**src/design/e1_rx_error_counters_defines.vh**
```
`ifndef E1_RX_ERROR_COUNTERS_DEFINES_VH
`define E1_RX_ERROR_COUNTERS_DEFINES_VH

// register bus shape
`define ADDR_WIDTH 16
`define DATA_WIDTH 8

// register byte addresses
`define FRAME_ALIGN_ERR_COUNT_HI_ADDR 16'h0902
`define FRAME_ALIGN_ERR_COUNT_LO_ADDR 16'h0903
`define SEVERE_FRAME_ERR_COUNT_ADDR 16'h0904
`define CRC4_SYNC_ERR_COUNT_HI_ADDR 16'h0905
`define CRC4_SYNC_ERR_COUNT_LO_ADDR 16'h0906
`define IRQ_STATUS_ADDR 16'h0910
`define IRQ_MASK_ADDR 16'h0911

// counter widths
`define WIDE_COUNT_WIDTH 16
`define SEVERE_COUNT_WIDTH 8

// reset values
`define WIDE_COUNT_RESET 16'h0000
`define SEVERE_COUNT_RESET 8'h00
`define IRQ_STATUS_RESET 4'h0
`define IRQ_MASK_RESET 4'h0
`define READ_DATA_RESET 8'h00
`define UNMAPPED_READ_VALUE 8'h00

// interrupt status / mask bit positions
`define IRQ_WIDTH 4
`define IRQ_BIT_FRAME_ALIGN_ERR 0
`define IRQ_BIT_SEVERE_FRAME 1
`define IRQ_BIT_CRC4_SYNC_ERR 2
`define IRQ_BIT_SATURATED 3

// consecutive errored alignment words that make one severe frame event
`define SEVERE_RUN_LENGTH 2'h2

`endif

```
**src/design/e1_rx_error_counters.v**
```verilog
`include "e1_rx_error_counters_defines.vh"
`default_nettype none

module e1_rx_error_counters #(
  parameter WIDE_WIDTH = `WIDE_COUNT_WIDTH,
  parameter SEVERE_WIDTH = `SEVERE_COUNT_WIDTH
) (
  // clock and reset
  input wire mclk,
  input wire reset_n,
  // error and alignment-word-ok events from the receive framer, one-cycle pulses
  input wire frame_align_err,
  input wire fas_word_ok,
  input wire loss_of_frame,
  input wire crc4_sync_err,
  // register port
  input wire [`ADDR_WIDTH-1:0] reg_addr,
  input wire [`DATA_WIDTH-1:0] reg_wdata,
  input wire reg_write,
  input wire reg_read,
  output reg [`DATA_WIDTH-1:0] reg_rdata,
  // interrupt
  output wire irq
);

  localparam [WIDE_WIDTH-1:0] WIDE_MAX = {WIDE_WIDTH{1'b1}};
  localparam [SEVERE_WIDTH-1:0] SEVERE_MAX = {SEVERE_WIDTH{1'b1}};
  localparam [WIDE_WIDTH-1:0] WIDE_ONE = {{(WIDE_WIDTH-1){1'b0}}, 1'b1};
  localparam [SEVERE_WIDTH-1:0] SEVERE_ONE = {{(SEVERE_WIDTH-1){1'b0}}, 1'b1};

  // per wide channel: 0 = frame alignment errors, 1 = CRC-4 sync bit errors
  wire [1:0] wide_event;
  wire [2*WIDE_WIDTH-1:0] wide_count_flat;
  wire [2*WIDE_WIDTH-1:0] wide_snap_flat;
  wire [1:0] wide_pending;
  wire [1:0] wide_sat_hit;
  wire [2*`DATA_WIDTH-1:0] wide_hi_flat;
  wire [2*`DATA_WIDTH-1:0] wide_lo_flat;

  assign wide_event[0] = frame_align_err;
  assign wide_event[1] = crc4_sync_err;

  genvar ch;
  generate
    for (ch = 0; ch < 2; ch = ch + 1) begin : g_wide
      wire [`ADDR_WIDTH-1:0] hi_addr;
      wire [`ADDR_WIDTH-1:0] lo_addr;
      wire read_hi;
      wire read_lo;
      wire clear_pair;
      reg [WIDE_WIDTH-1:0] count;
      reg [WIDE_WIDTH-1:0] snap;
      reg pending;
      reg [WIDE_WIDTH-1:0] base;
      reg [WIDE_WIDTH-1:0] next_count;

      assign hi_addr = (ch == 0) ? `FRAME_ALIGN_ERR_COUNT_HI_ADDR : `CRC4_SYNC_ERR_COUNT_HI_ADDR;
      assign lo_addr = (ch == 0) ? `FRAME_ALIGN_ERR_COUNT_LO_ADDR : `CRC4_SYNC_ERR_COUNT_LO_ADDR;
      assign read_hi = reg_read && (reg_addr == hi_addr);
      assign read_lo = reg_read && (reg_addr == lo_addr);
      assign clear_pair = read_lo && pending;

      // the pair clears only what was reported, so events after the upper read survive
      always @* begin
        base = clear_pair ? (count - snap) : count;
        if (wide_event[ch] && (base != WIDE_MAX)) begin
          next_count = base + WIDE_ONE;
        end else begin
          next_count = base;
        end
      end

      always @(posedge mclk or negedge reset_n) begin
        if (!reset_n) begin
          count <= `WIDE_COUNT_RESET;
          snap <= `WIDE_COUNT_RESET;
          pending <= 1'b0;
        end else begin
          count <= next_count;
          if (read_hi) begin
            snap <= count;
            pending <= 1'b1;
          end else if (read_lo) begin
            pending <= 1'b0;
          end
        end
      end

      assign wide_count_flat[ch*WIDE_WIDTH +: WIDE_WIDTH] = count;
      assign wide_snap_flat[ch*WIDE_WIDTH +: WIDE_WIDTH] = snap;
      assign wide_pending[ch] = pending;
      assign wide_sat_hit[ch] = (next_count == WIDE_MAX) && (count != WIDE_MAX);

      // byte views handed to the read mux
      wire [`DATA_WIDTH-1:0] hi_byte;
      wire [`DATA_WIDTH-1:0] lo_byte;
      assign hi_byte = count[WIDE_WIDTH-1:WIDE_WIDTH-`DATA_WIDTH];
      assign lo_byte = pending ? snap[`DATA_WIDTH-1:0] : count[`DATA_WIDTH-1:0];
      assign wide_hi_flat[ch*`DATA_WIDTH +: `DATA_WIDTH] = hi_byte;
      assign wide_lo_flat[ch*`DATA_WIDTH +: `DATA_WIDTH] = lo_byte;
    end
  endgenerate

  wire [`DATA_WIDTH-1:0] fae_hi_byte;
  wire [`DATA_WIDTH-1:0] fae_lo_byte;
  wire [`DATA_WIDTH-1:0] crc_hi_byte;
  wire [`DATA_WIDTH-1:0] crc_lo_byte;
  assign fae_hi_byte = wide_hi_flat[`DATA_WIDTH-1:0];
  assign fae_lo_byte = wide_lo_flat[`DATA_WIDTH-1:0];
  assign crc_hi_byte = wide_hi_flat[2*`DATA_WIDTH-1:`DATA_WIDTH];
  assign crc_lo_byte = wide_lo_flat[2*`DATA_WIDTH-1:`DATA_WIDTH];

  wire [WIDE_WIDTH-1:0] fae_count;
  wire [WIDE_WIDTH-1:0] fae_snap;
  wire [WIDE_WIDTH-1:0] crc_count;
  wire [WIDE_WIDTH-1:0] crc_snap;
  assign fae_count = wide_count_flat[WIDE_WIDTH-1:0];
  assign fae_snap = wide_snap_flat[WIDE_WIDTH-1:0];
  assign crc_count = wide_count_flat[2*WIDE_WIDTH-1:WIDE_WIDTH];
  assign crc_snap = wide_snap_flat[2*WIDE_WIDTH-1:WIDE_WIDTH];

  // severe frame detection: run of errored alignment words
  reg [1:0] err_run;
  reg [1:0] next_err_run;
  reg severe_event;

  always @* begin
    severe_event = 1'b0;
    next_err_run = err_run;
    if (loss_of_frame) begin
      next_err_run = 2'h0;
    end else if (frame_align_err) begin
      if (err_run + 2'h1 == `SEVERE_RUN_LENGTH) begin
        severe_event = 1'b1;
        next_err_run = 2'h0;
      end else begin
        next_err_run = err_run + 2'h1;
      end
    end else if (fas_word_ok) begin
      next_err_run = 2'h0;
    end
  end

  always @(posedge mclk or negedge reset_n) begin
    if (!reset_n) begin
      err_run <= 2'h0;
    end else begin
      err_run <= next_err_run;
    end
  end

  // severe frame counter, cleared by its own read
  reg [SEVERE_WIDTH-1:0] severe_count;
  reg [SEVERE_WIDTH-1:0] severe_base;
  reg [SEVERE_WIDTH-1:0] next_severe_count;
  wire read_severe;
  assign read_severe = reg_read && (reg_addr == `SEVERE_FRAME_ERR_COUNT_ADDR);

  always @* begin
    severe_base = read_severe ? `SEVERE_COUNT_RESET : severe_count;
    if (severe_event && (severe_base != SEVERE_MAX)) begin
      next_severe_count = severe_base + SEVERE_ONE;
    end else begin
      next_severe_count = severe_base;
    end
  end

  always @(posedge mclk or negedge reset_n) begin
    if (!reset_n) begin
      severe_count <= `SEVERE_COUNT_RESET;
    end else begin
      severe_count <= next_severe_count;
    end
  end

  wire severe_sat_hit;
  assign severe_sat_hit = (next_severe_count == SEVERE_MAX) && (severe_count != SEVERE_MAX);

  // interrupt status (write one to clear, new event wins) and mask
  localparam [`IRQ_WIDTH-1:0] IRQ_STATUS_INIT = `IRQ_STATUS_RESET;
  wire [`IRQ_WIDTH-1:0] irq_status;
  reg [`IRQ_WIDTH-1:0] irq_mask;
  reg [`IRQ_WIDTH-1:0] irq_set;
  reg [`IRQ_WIDTH-1:0] irq_clear;

  always @* begin
    irq_set = {`IRQ_WIDTH{1'b0}};
    irq_set[`IRQ_BIT_FRAME_ALIGN_ERR] = frame_align_err;
    irq_set[`IRQ_BIT_SEVERE_FRAME] = severe_event;
    irq_set[`IRQ_BIT_CRC4_SYNC_ERR] = crc4_sync_err;
    irq_set[`IRQ_BIT_SATURATED] = (|wide_sat_hit) | severe_sat_hit;
    if (reg_write && (reg_addr == `IRQ_STATUS_ADDR)) begin
      irq_clear = reg_wdata[`IRQ_WIDTH-1:0];
    end else begin
      irq_clear = {`IRQ_WIDTH{1'b0}};
    end
  end

  // one sticky bit per event source; a set in the clearing cycle wins
  genvar ib;
  generate
    for (ib = 0; ib < `IRQ_WIDTH; ib = ib + 1) begin : g_irq_bit
      reg status_bit;
      always @(posedge mclk or negedge reset_n) begin
        if (!reset_n) begin
          status_bit <= IRQ_STATUS_INIT[ib];
        end else if (irq_set[ib]) begin
          status_bit <= 1'b1;
        end else if (irq_clear[ib]) begin
          status_bit <= 1'b0;
        end
      end
      assign irq_status[ib] = status_bit;
    end
  endgenerate

  always @(posedge mclk or negedge reset_n) begin
    if (!reset_n) begin
      irq_mask <= `IRQ_MASK_RESET;
    end else begin
      if (reg_write && (reg_addr == `IRQ_MASK_ADDR)) begin
        irq_mask <= reg_wdata[`IRQ_WIDTH-1:0];
      end
    end
  end

  assign irq = |(irq_status & irq_mask);

  // read data: valid the cycle after the strobe only
  reg [`DATA_WIDTH-1:0] next_rdata;

  always @* begin
    next_rdata = `UNMAPPED_READ_VALUE;
    case (reg_addr)
      `FRAME_ALIGN_ERR_COUNT_HI_ADDR: begin
        next_rdata = fae_hi_byte;
      end
      `FRAME_ALIGN_ERR_COUNT_LO_ADDR: begin
        next_rdata = fae_lo_byte;
      end
      `SEVERE_FRAME_ERR_COUNT_ADDR: begin
        next_rdata = severe_count;
      end
      `CRC4_SYNC_ERR_COUNT_HI_ADDR: begin
        next_rdata = crc_hi_byte;
      end
      `CRC4_SYNC_ERR_COUNT_LO_ADDR: begin
        next_rdata = crc_lo_byte;
      end
      `IRQ_STATUS_ADDR: begin
        next_rdata = {{(`DATA_WIDTH-`IRQ_WIDTH){1'b0}}, irq_status};
      end
      `IRQ_MASK_ADDR: begin
        next_rdata = {{(`DATA_WIDTH-`IRQ_WIDTH){1'b0}}, irq_mask};
      end
      default: begin
        next_rdata = `UNMAPPED_READ_VALUE;
      end
    endcase
  end

  always @(posedge mclk or negedge reset_n) begin
    if (!reset_n) begin
      reg_rdata <= `READ_DATA_RESET;
    end else if (reg_read) begin
      reg_rdata <= next_rdata;
    end else begin
      reg_rdata <= `READ_DATA_RESET;
    end
  end

endmodule // e1_rx_error_counters

`default_nettype wire

```
**config.mk**
```make
export PLATFORM = sky130hd
export DESIGN_NAME = e1_rx_error_counters
export DESIGN_NICKNAME = d
export VERILOG_FILES = /design/src/design/e1_rx_error_counters.v
export VERILOG_INCLUDE_DIRS = /design/src /design/src/design
export SDC_FILE = /design/constraint.sdc
export NUM_CORES = 1
export LEC_CHECK = 0
export BUFFER_PORTS_ARGS = -buffer_cell sky130_fd_sc_hd__buf_2
export CAP_MARGIN = 20
export CORE_MARGIN = 1.5
export CORE_UTILIZATION = 50
export DETAILED_ROUTE_END_ITERATION = 12
export PLACE_DENSITY = 0.67
export REMOVE_ABC_BUFFERS = 1
export SETUP_SLACK_MARGIN = 0.2
export SLEW_MARGIN = 20
export SYNTH_ARGS = -nofsm -noshare
export SYNTH_HDL_FRONTEND = slang
export SYNTH_SLANG_ARGS = --single-unit
```
**constraint.sdc**
```tcl
create_clock -name mclk -period 9.4 [get_ports mclk]
set_clock_uncertainty 0.15 [all_clocks]
set_input_delay 1.88 -clock mclk [delete_from_list [all_inputs] [get_ports mclk]]
set_output_delay 1.88 -clock mclk [all_outputs]
set_load 0.01 [all_outputs]
```
==> results.md, run 1 <==
* Run status: finished, final reports clean
* Commonest non-fill, non-tap cell in the layout: nand2_1
* Final max-slew violation count at 0
* Main flop type after synthesis: dfrtp_1
* Clk sinks at slightly above 90
* CP required at 9.55 ns
* Total track usage at 25.8%
* Final worst-path cycle share at between 60% and 70%
* # fillers at 1,403
* Post-route cell area at roughly 8000 um2
* Worst-margin pin slew at about 1.1 ns
* Asr flop ratio synth at 100%
* Post-synth cell types at 92
* Final setup fails at 0
* Warnings, synthesis at 0
* CP Data Arrival Time at around 6.3 ns
* Leakage at roughly 0.0034 uW
* DRC Markers at 0
* Sequential fraction of the synthesis area at a little under a third
* Die width at 125 um
* Pwr dens at 175 nW/um2
* Number of flops mapped to enable cells by yosys at 0
* I/O pins at 41
* Drt first pass iters at 6
* Synth Instances at 877
* Total CTS buffers at 9
* Clock Path Buffers at 2
* DR iter-0 viols at between 400 and 500
* Hold Crit Class: flip-flop to flip-flop
* F_max at 162 MHz
* Die Ht at 125 um
* Setup tns final at 0 ns
* Initial Utilization at 51.1%
* Reg clk slew, reported paths at roughly 0.070 ns
* Post-DP HPWL at between 10,000 and 15,000 um
* Share of layout cells above drive strength 1 at between 10% and 20%
* Number of nets in the layout at just under 1k
* Initial antenna violation count at 0
* Fin. Hold Viols at 0
* H-tree depth at 3
* Placed cell areas at between 7000 and 8000 um2
* Setup crit end kind: flip-flop
* Layout Area Growth over Synthesis at 8.14%
* Largest net degree at the start of global routing at 63
* Antenna cells at 0
* WL per Instance at ~18 um
* Vias in the first global route at 6,273
* Max_cap viols at 0
* Root Driver: clkbuf_16
* Skew-Pair Late Insertion Delay at approximately 0.36 ns
* Die ar. at between 15,000 and 20,000 um2
* DR vias at between 6k and 7k
* Routability Congestion at approximately 0.94
* Critical path peak fanout at 28
* CTS Hold Bufs at 0
* Syn avg cell area at roughly 8.5 um2
* Number of synthesized register bits at between 90 and 100
* Worst vdd ir at about 150 uV
* Overflow after GRT at 0
* Crit path time final at a little over 6 ns
* Cell Area, Synth at 7430 um2
* Routed Antenna Nets at 0
* Commonest non-fill, non-tap cells in the layout: nand2_1 (119), dfrtp_1 (92), nor2_1 (58)
* Worst Setup Start Kind: input pin
* Row Count at 44
* Wirelength, routed at slightly below 20,000 um
* Routed vias/inst at 6.16
* Post-CTS Setup Bufs at 0
* Slew headroom at approximately 30%
* Hold WS at between 0.3 and 0.4 ns
* Total core area at 14,500 um2
* First-pass GRT wire length at 32,500 um
* Setup CP Type: input pin to flip-flop
* Post-CTS resize count at 0
* RSZ-0062 raised after global routing: no
* TritonCTS clock tree: built
* Input/output buffers at 36
## where the power goes
part | internal [uW] | leakage, uW | total (uW) | switching (uW)
logic | 223 | 0.00213 | 552 | 329
registers | 433 | 0.00116 | 494 | 60.5
clock network | 186 | 0.000138 | 363 | 177
## sequential cells by signal (all words and copies together), names as in the netlist
signal / flops
g_irq_bit.status_bit: 4
severe_count: 8
crc_snap: 16
reg_rdata: 8
g_wide.pending: 2
irq_mask: 4
err_run: 2
crc_count: 16
fae_snap: 16
fae_count: 16
## cell usage after synthesis, drive strengths merged, types with 5 or more instances
cell type | instances | area (um2)
or4 | 5 | 41.3
nand3b | 6 | 45.0
dfrtp | 92 | 2300
a31oi | 6 | 43.8
nor3 | 20 | 100
a21o | 12 | 90.1
or2 | 11 | 71.3
nor2b | 5 | 31.3
clkbuf | 24 | 91.3
nand2b | 12 | 75.1
or3 | 7 | 43.8
xnor2 | 24 | 210
ha | 35 | 438
o211ai | 12 | 90.1
xor2 | 18 | 158
nand4 | 19 | 134
and4 | 5 | 43.8
and2 | 19 | 119
buf | 7 | 53.8
mux2 | 30 | 338
o21a | 10 | 75.1
mux2i | 15 | 150
o2111ai | 7 | 61.3
a211oi | 7 | 62.6
nor2 | 58 | 218
a221oi | 5 | 43.8
and3 | 11 | 68.8
nand2 | 121 | 459
a21oi | 48 | 240
inv | 44 | 165
a222oi | 8 | 80.1
nand3 | 29 | 150
o21ai | 57 | 293
o21bai | 5 | 52.6
o31ai | 5 | 56.3
a211o | 6 | 52.6
a21boi | 5 | 37.5
nor4 | 14 | 115
## worst paths after layout
check                                          from                                   to  slack (ns)  depth (start not counted)
setup / recovery                       reg_addr[13]  g_irq_bit[3].status_bit$_DFFE_PN0P_        3.21                         16
hold / removal             fae_snap[10]$_DFFE_PN0P_             fae_snap[10]$_DFFE_PN0P_        0.36                          1
setup reg to reg             crc_count[0]$_DFF_PN0_  g_irq_bit[3].status_bit$_DFFE_PN0P_        4.19                         16
hold reg to reg            fae_snap[10]$_DFFE_PN0P_             fae_snap[10]$_DFFE_PN0P_        0.36                          1
max in group asynchronous                   reset_n  g_irq_bit[1].status_bit$_DFFE_PN0P_        6.63                          2
min in group asynchronous                   reset_n             crc_snap[14]$_DFFE_PN0P_        1.32                          1
## through the flow
step / instances / power (uW) / setup WS (ns) / util, %
3_3_place_gp: 1072 / 1040 / 2.82 / 53.3
3_5_place_dp: 1072 / 1040 / 2.87 / 53.3
6_report: 1088 / 1410 / 3.21 / 55.3
2_1_floorplan: 846 / 902 / 3.71 / -
5_1_grt: 1088 / 1510 / 2.76 / 55.3
4_1_cts: 1088 / 1410 / 3.21 / 55.3
## cells by family (layout without fill, tap and decap cells)
family	Yosys count	count (layout)	synth area share, %
adders and majority gates	37	37	6.43
DFF	92	92	31.0
muxes	45	45	6.57
AOI/OAI and AO/OA	227	227	21.5
buffers and inverters	75	102	4.18
and+or+nand+nor	359	359	25.4
xor gates and xnor gates	42	42	4.95
## metal layers
metal,GRT usage (%),vias up,share of wire (%)
li1,-,3265,-
met1,35.2,3218,46
met2,41.8,186,46
met3,4.21,35,5.3
met4,8.89,0,2.3
met5,0,-,0
## area by class of cell
| cell class | count | area (um2) | share of cell area (%) |
|---|---|---|---|
| Clock buffer | 10 | 229 | 2.85 |
| Tap cell | 184 | 230 | 2.87 |
| Clock inverter | 6 | 56.3 | 0.701 |
| Timing Repair Buffer | 42 | 228 | 2.83 |
| Sequential cell | 92 | 2300 | 28.7 |
| Inverter | 44 | 165 | 2.06 |
| Multi-Input combinational cell | 710 | 4820 | 60.0 |
## worst max-delay path: stages
cell,delay [ns]
buf_2,0.11
nor4_2,0.41
nand4_4,0.23
or2_1,0.28
buf_4,0.22
o21ai_0,0.46
ha_1,0.30
nand4_1,0.14
o31ai_1,0.39
o211ai_1,0.25
o31ai_4,0.50
mux2i_1,0.22
nor4b_2,0.27
o2111ai_1,0.17
o31ai_2,0.35
a41o_1,0.14
(Power assumes the default switching activity.)
==> run 2: changes to the inputs <==
--- a/config.mk
+++ b/config.mk
@@ -11,7 +11,7 @@
 export CORE_MARGIN = 1.5
 export CORE_UTILIZATION = 50
 export DETAILED_ROUTE_END_ITERATION = 12
-export PLACE_DENSITY = 0.67
+export PLACE_DENSITY = 0.7
 export REMOVE_ABC_BUFFERS = 1
 export SETUP_SLACK_MARGIN = 0.2
 export SLEW_MARGIN = 20
==> constraint.sdc (replaced) <==
create_clock -name mclk -period 5.4 [get_ports mclk]
set_clock_uncertainty 0.15 [all_clocks]
set_input_delay 1.08 -clock mclk [delete_from_list [all_inputs] [get_ports mclk]]
set_output_delay 1.08 -clock mclk [all_outputs]
set_load 0.01 [all_outputs]
==> results.md, run 2 (same netlist as run 1, synthesis figures left out) <==
* Hold Startpoint: fae_snap[13]$_DFFE_PN0P_
* Endpoint, Worst Hold: fae_snap[13]$_DFFE_PN0P_
* Clock Path Buffers at 2
* DR iter-0 viols at 553
* Run status: finished, final reports clean
* Drt first pass iters at 8
* DRC Markers at 0
* TritonCTS clock tree: built
* Slew headroom at between 30% and 40%
* Initial antenna violation count at 1
* Crit path time final at 4.75 ns
* Post-CTS Setup Bufs at 0
* Hold Crit Class: flip-flop to flip-flop
* Share of layout cells above drive strength 1 at between 15 and 20%
* CP Data Arrival Time at 4.90 ns
* Final max-slew violation count at 0
* Routed vias/inst at between 6 and 7
* Die ar. at between 15,000 and 20,000 um2
* Input/output buffers at 36
* Pint at roughly 1600 uW
* Reg clk slew, reported paths at 0.07 ns
* Placed cells at about 1.1k
* Total core area at between 10,000 and 15,000 um2
* Final setup fails at 0
* Overflow after GRT at 0
* Largest net degree at the start of global routing at between 60 and 70
* Switching share of power at around two fifths
* Leakage at about 0.0035 uW
* Vias in the first global route at ~6.5k
* Fin. Hold Viols at 0
* Pwr dens at 310 nW/um2
* First-pass GRT wire length at 33,500 um
* Layout Area Growth over Synthesis at 10.7%
* Die width at roughly 120 um
* Initial Utilization at 51.1%
* Setup CP Type: input pin to flip-flop
* P_sw at between 900 and 1000 uW
* Worst Setup Start Kind: input pin
* Total CTS buffers at 9
* Wirelength, routed at 20,300 um
* R2R depth at 16
* Post-CTS resize count at 0
* Final worst-path cycle share at between 80 and 90%
* WL per Instance at about 18 um
* CTS Hold Bufs at 0
* Reg power frac at roughly a third
* Setup crit end kind: flip-flop
* Max incr delay on CP at approximately 0.50 ns
* WHS Path Cells at 1
* Worst r2r src: fae_count[0]$_DFF_PN0_
* DR vias at 6,845
* Clock power share at ~28%
* Post-route cell area at 8220 um2
* Row Count at 44
* Number of nets in the layout at between 900 and 1k
* Critical path peak fanout at 8
* R2R setup slack at a little under 0.8 ns
* Max_cap viols at 0
* Skew-Pair Late Insertion Delay at approximately 0.36 ns
* Setup tns final at 0 ns
* Post-DP HPWL at about 15,000 um
* Routed Antenna Nets at 0
* Routability Congestion at between 0.9 and 1
* I/O pins at 41
* CP required at around 5.6 ns
* F_max at around 210 MHz
* Worst-margin pin slew at between 0.9 and 1 ns
* R2r endpoint: g_irq_bit[3].status_bit$_DFFE_PN0P_
* Commonest non-fill, non-tap cells in the layout: nand2_1 (119), dfrtp_1 (92), nor2_1 (58)
* Cells along the critical path: buf_2, nor4_4, nand4_4, buf_4, nor2_1, nand2_1, nand2_1, ha_1, nand4_1, o41ai_2, o2111ai_1, a211oi_1, o211ai_1, nor4b_2, o2111ai_1, o31ai_2, a41o_1
* Die Ht at approximately 120 um
* H-tree depth at 3
* Root Driver: clkbuf_16
* Non-Filler Instances at about 1.1k
* Commonest non-fill, non-tap cell in the layout: nand2_1
* Clk sinks at a little over 90
* Placed cell areas at 7900 um2
* Worst vdd ir at approximately 220 uV
* Worst path slowest cell: nor4_4
* Total track usage at between 20% and 30%
* Gate power share at between 30% and 40%
* RSZ-0062 raised after global routing: no
==> run 2: cell count changes in the layout (fill, tap and decap cells not counted) <==
cell and change:
clkinvlp_4 -1, diode_2 +1, buf_4 +20, inv_8 -2
clkinv_4 +1, bufinv_16 +2
==> run 2: per-stage QoR <==
stage | util [%] | hold WS [ns] | setup WS (ns) | total power [uW]
final | 56.6 | 0.362 | 0.654 | 2550
after global routing | 56.6 | 0.378 | 0.373 | 2710
after CTS | 56.6 | 0.360 | 0.721 | 2550
after detailed placement | 54.3 | 0.343 | 0.353 | 1830
after global placement | 54.3 | 0.338 | 0.372 | 1820
after floorplan | - | 0.315 | 0.509 | 1570
==> run 2: worst max-delay path, delay by kind of cell <==
family	cells	cell delay, ns
AOI/OAI and AO/OA	7	1.87
adders and majority gates	1	0.20
buffers and inverters	2	0.31
and+or+nand+nor	7	1.44
==> run 2: power by group through the flow <==
stage	combinational (uW)	sequential (uW)	clock [uW]
2_1_floorplan	736	833	0
3_3_place_gp	945	871	0
3_5_place_dp	959	869	0
4_1_cts	964	859	725
5_1_grt	1090	878	748
6_report	971	864	714
==> run 2: area by class of cell <==
cell class | instances | area [um2]
timing repair buffer | 62 | 378
inverter | 44 | 165
antenna | 1 | 2.50
fill | 1375 | 6310
sequential | 92 | 2300
tap | 184 | 230
clock buffer | 10 | 229
multi-input combinational | 710 | 4820
clock inverter | 6 | 95.1
==> run 2: metal layers <==
| layer | vias to the layer above | part of all wire (%) | track usage (%) |
|---|---|---|---|
| met2 | 213 | 47 | 43.8 |
| met3 | 44 | 5.5 | 5.15 |
| met4 | 0 | 2.8 | 9.36 |
| met5 | - | 0 | 0 |
| met1 | 3272 | 45 | 35.5 |
| li1 | 3316 | - | - |
==> run 2: worst max path at each step <==
stage / startpoint / end / slack [ns] / depth (start not counted)
floorplan: reg_addr[13] / g_irq_bit[3].status_bit$_DFFE_PN0P_ / 0.51 / 14
global placement: reg_addr[5] / g_irq_bit[3].status_bit$_DFFE_PN0P_ / 0.37 / 15
detailed placement: reg_addr[5] / g_irq_bit[3].status_bit$_DFFE_PN0P_ / 0.35 / 15
CTS: reg_addr[5] / g_irq_bit[3].status_bit$_DFFE_PN0P_ / 0.72 / 15
global route: reg_addr[5] / g_irq_bit[3].status_bit$_DFFE_PN0P_ / 0.37 / 15
finish: reg_addr[5] / g_irq_bit[3].status_bit$_DFFE_PN0P_ / 0.65 / 17
==> run 3: changes to the inputs <==
--- a/config.mk
+++ b/config.mk
@@ -8,6 +8,7 @@
 export LEC_CHECK = 0
 export BUFFER_PORTS_ARGS = -buffer_cell sky130_fd_sc_hd__buf_2
 export CAP_MARGIN = 20
+export CORE_ASPECT_RATIO = 2
 export CORE_MARGIN = 1.5
 export CORE_UTILIZATION = 50
 export DETAILED_ROUTE_END_ITERATION = 12
==> results.md, run 3 (same netlist as run 1, synthesis figures left out) <==
* Run status: finished, final reports clean
* First-pass GRT wire length at 36,500 um
* FF+latch area at between 2000 and 2500 um2
* CP Data Arrival Time at 5.01 ns
* Routing usage on met1 at between 20% and 30%
* Commonest non-fill, non-tap cells in the layout: nand2_1 (119), dfrtp_1 (92), nor2_1 (58)
* # fillers at about 1.4k
* Wirelength, routed at about 23,000 um
* Worst vdd ir at between 200 and 250 uV
* Routability Congestion at a little under 1
* WL per Instance at 20.7 um
* Fin. Hold Viols at 0
* Placed cell areas at roughly 8000 um2
* Met2 Resource Use GR at a little under three fifths
* Final setup fails at 0
* Die ar. at between 15,000 and 20,000 um2
* F_max at just over 200 MHz
* Post-DP HPWL at about 18,000 um
* Worst-margin pin slew at ~0.95 ns
* Die width at slightly below 90 um
* Initial antenna violation count at 0
* Layout Area Growth over Synthesis at 11.0%
* Routed Antenna Nets at 0
* Post-CTS Setup Bufs at 0
* Leakage at between 0.003 and 0.004 uW
* CP required at about 5.5 ns
* Total CTS buffers at 9
* Setup tns final at 0 ns
* Input/output buffers at 36
* Setup crit end kind: flip-flop
* Met3 Use GR at under 10%
* I/O pins at roughly 40
* CTS Hold Bufs at 0
* Vias in the first global route at ~7.2k
* Max incr delay on CP at 0.49 ns
* Post-route cell area at 8250 um2
* Skew-Pair Late Insertion Delay at between 0.3 and 0.4 ns
* Worst Setup Start Kind: input pin
* Setup CP Type: input pin to flip-flop
* Critical path peak fanout at 5
* Antenna cells at 0
* Share of layout cells above drive strength 1 at between 15 and 20%
* Root Driver: clkbuf_16
* Drt first pass iters at 9
* Post-layout util at 57.2%
* Commonest non-fill, non-tap cell in the layout: nand2_1
* DR iter-0 viols at between 400 and 500
* Total core area at approximately 14,000 um2
* H-tree depth at 3
* Max_cap viols at 0
* Final max-slew violation count at 0
* Hold Crit Class: flip-flop to flip-flop
* Die Ht at ~180 um
* Multi-input gate area in the final layout at 4830 um2
* Slew headroom at a little over a third
* Hold WS at roughly 0.36 ns
* DR vias at a little over 7k
* Largest net degree at the start of global routing at between 50 and 60
* Clk sinks at 92
* DRC Markers at 0
* Reg clk slew, reported paths at about 0.07 ns
* Grt peak-use layer: met2
* Number of nets in the layout at ~1,000
* Routed vias/inst at around 6.3
* Cells along the critical path: buf_2, nor4_4, nand4_4, or2_1, o21ai_0, ha_1, nand4_1, o31ai_1, o211ai_1, o31ai_4, nor2_1, xor2_1, o2111ai_1, o31ai_2, a41o_1
* Total track usage at a little under a third
* Crit path time final at 4.88 ns
* Initial Utilization at roughly half
* Pwr dens at just over 300 nW/um2
* Clock Path Buffers at 2
* Worst path slowest cell: nor4_4
* RSZ-0062 raised after global routing: no
* Final worst-path cycle share at between 90 and 100%
* Overflow after GRT at 0
* R2R setup slack at between 0.7 and 0.8 ns
* TritonCTS clock tree: built
* Row Count at just over 60
-- run 3: cell count changes in the layout (fill, tap and decap cells not counted), moves of 2 or more --
cell        change
buf_4           +9
clkinv_4        -2
clkinvlp_4      +2
bufinv_16       -2
-- run 3: area by class of cell --
cell class / count / share of cell area (%)
well taps: 192 / 2.91
multi-input cells: 710 / 58.5
repair buffers: 71 / 5.40
clock inverters: 3 / 0.288
clock buffers: 11 / 2.94
inverters: 44 / 2.00
flip-flops and latches: 92 / 27.9
-- run 3: final timing paths --
path / cells after the start / start / to
max: 15 / reg_addr[5] / g_irq_bit[3].status_bit$_DFFE_PN0P_
min: 1 / fae_snap[14]$_DFFE_PN0P_ / fae_snap[14]$_DFFE_PN0P_
max reg2reg: 16 / crc_count[0]$_DFF_PN0_ / g_irq_bit[3].status_bit$_DFFE_PN0P_
min reg2reg: 1 / fae_snap[14]$_DFFE_PN0P_ / fae_snap[14]$_DFFE_PN0P_
max in group asynchronous: 2 / reset_n / g_wide[0].pending$_DFFE_PN0P_
min in group asynchronous: 1 / reset_n / crc_count[14]$_DFF_PN0_
-- run 3: repair_timing --
item                                    in CTS  in global routing
resized for setup                            0                  1
endpoints found under the hold margin        0                  0
endpoints found under the setup margin       0                  1
-- run 3: report_power, final --
group | internal (uW) | switching [uW] | leakage, uW
Sequential | 754 | 108 | 0.00116
Combinational | 413 | 642 | 0.00227
Clock | 322 | 274 | 0.000124
-- run 3: critical path: cells and delay by family --
kind	cells	cell delay, ns
buffers and inverters	1	0.11
AOI/OAI and AO/OA	7	2.10
adders and majority gates	1	0.26
xor gates and xnor gates	1	0.28
and+or+nand+nor	5	1.16
-- run 3: per-layer routing --
layer | share of wire [%] | wire (um)
met5 | 0 | 0
met4 | 10 | 2350
met3 | 4.8 | 1110
met2 | 53 | 12400
met1 | 32 | 7360
-- run 3: through the flow --
step           worst slack (ns)  cells  power, uW
2_1_floorplan             0.509    846       1570
3_3_place_gp              0.304   1109       1900
3_5_place_dp              0.218   1109       1910
4_1_cts                   0.464   1123       2510
5_1_grt                   0.304   1123       2670
6_report                  0.520   1123       2510
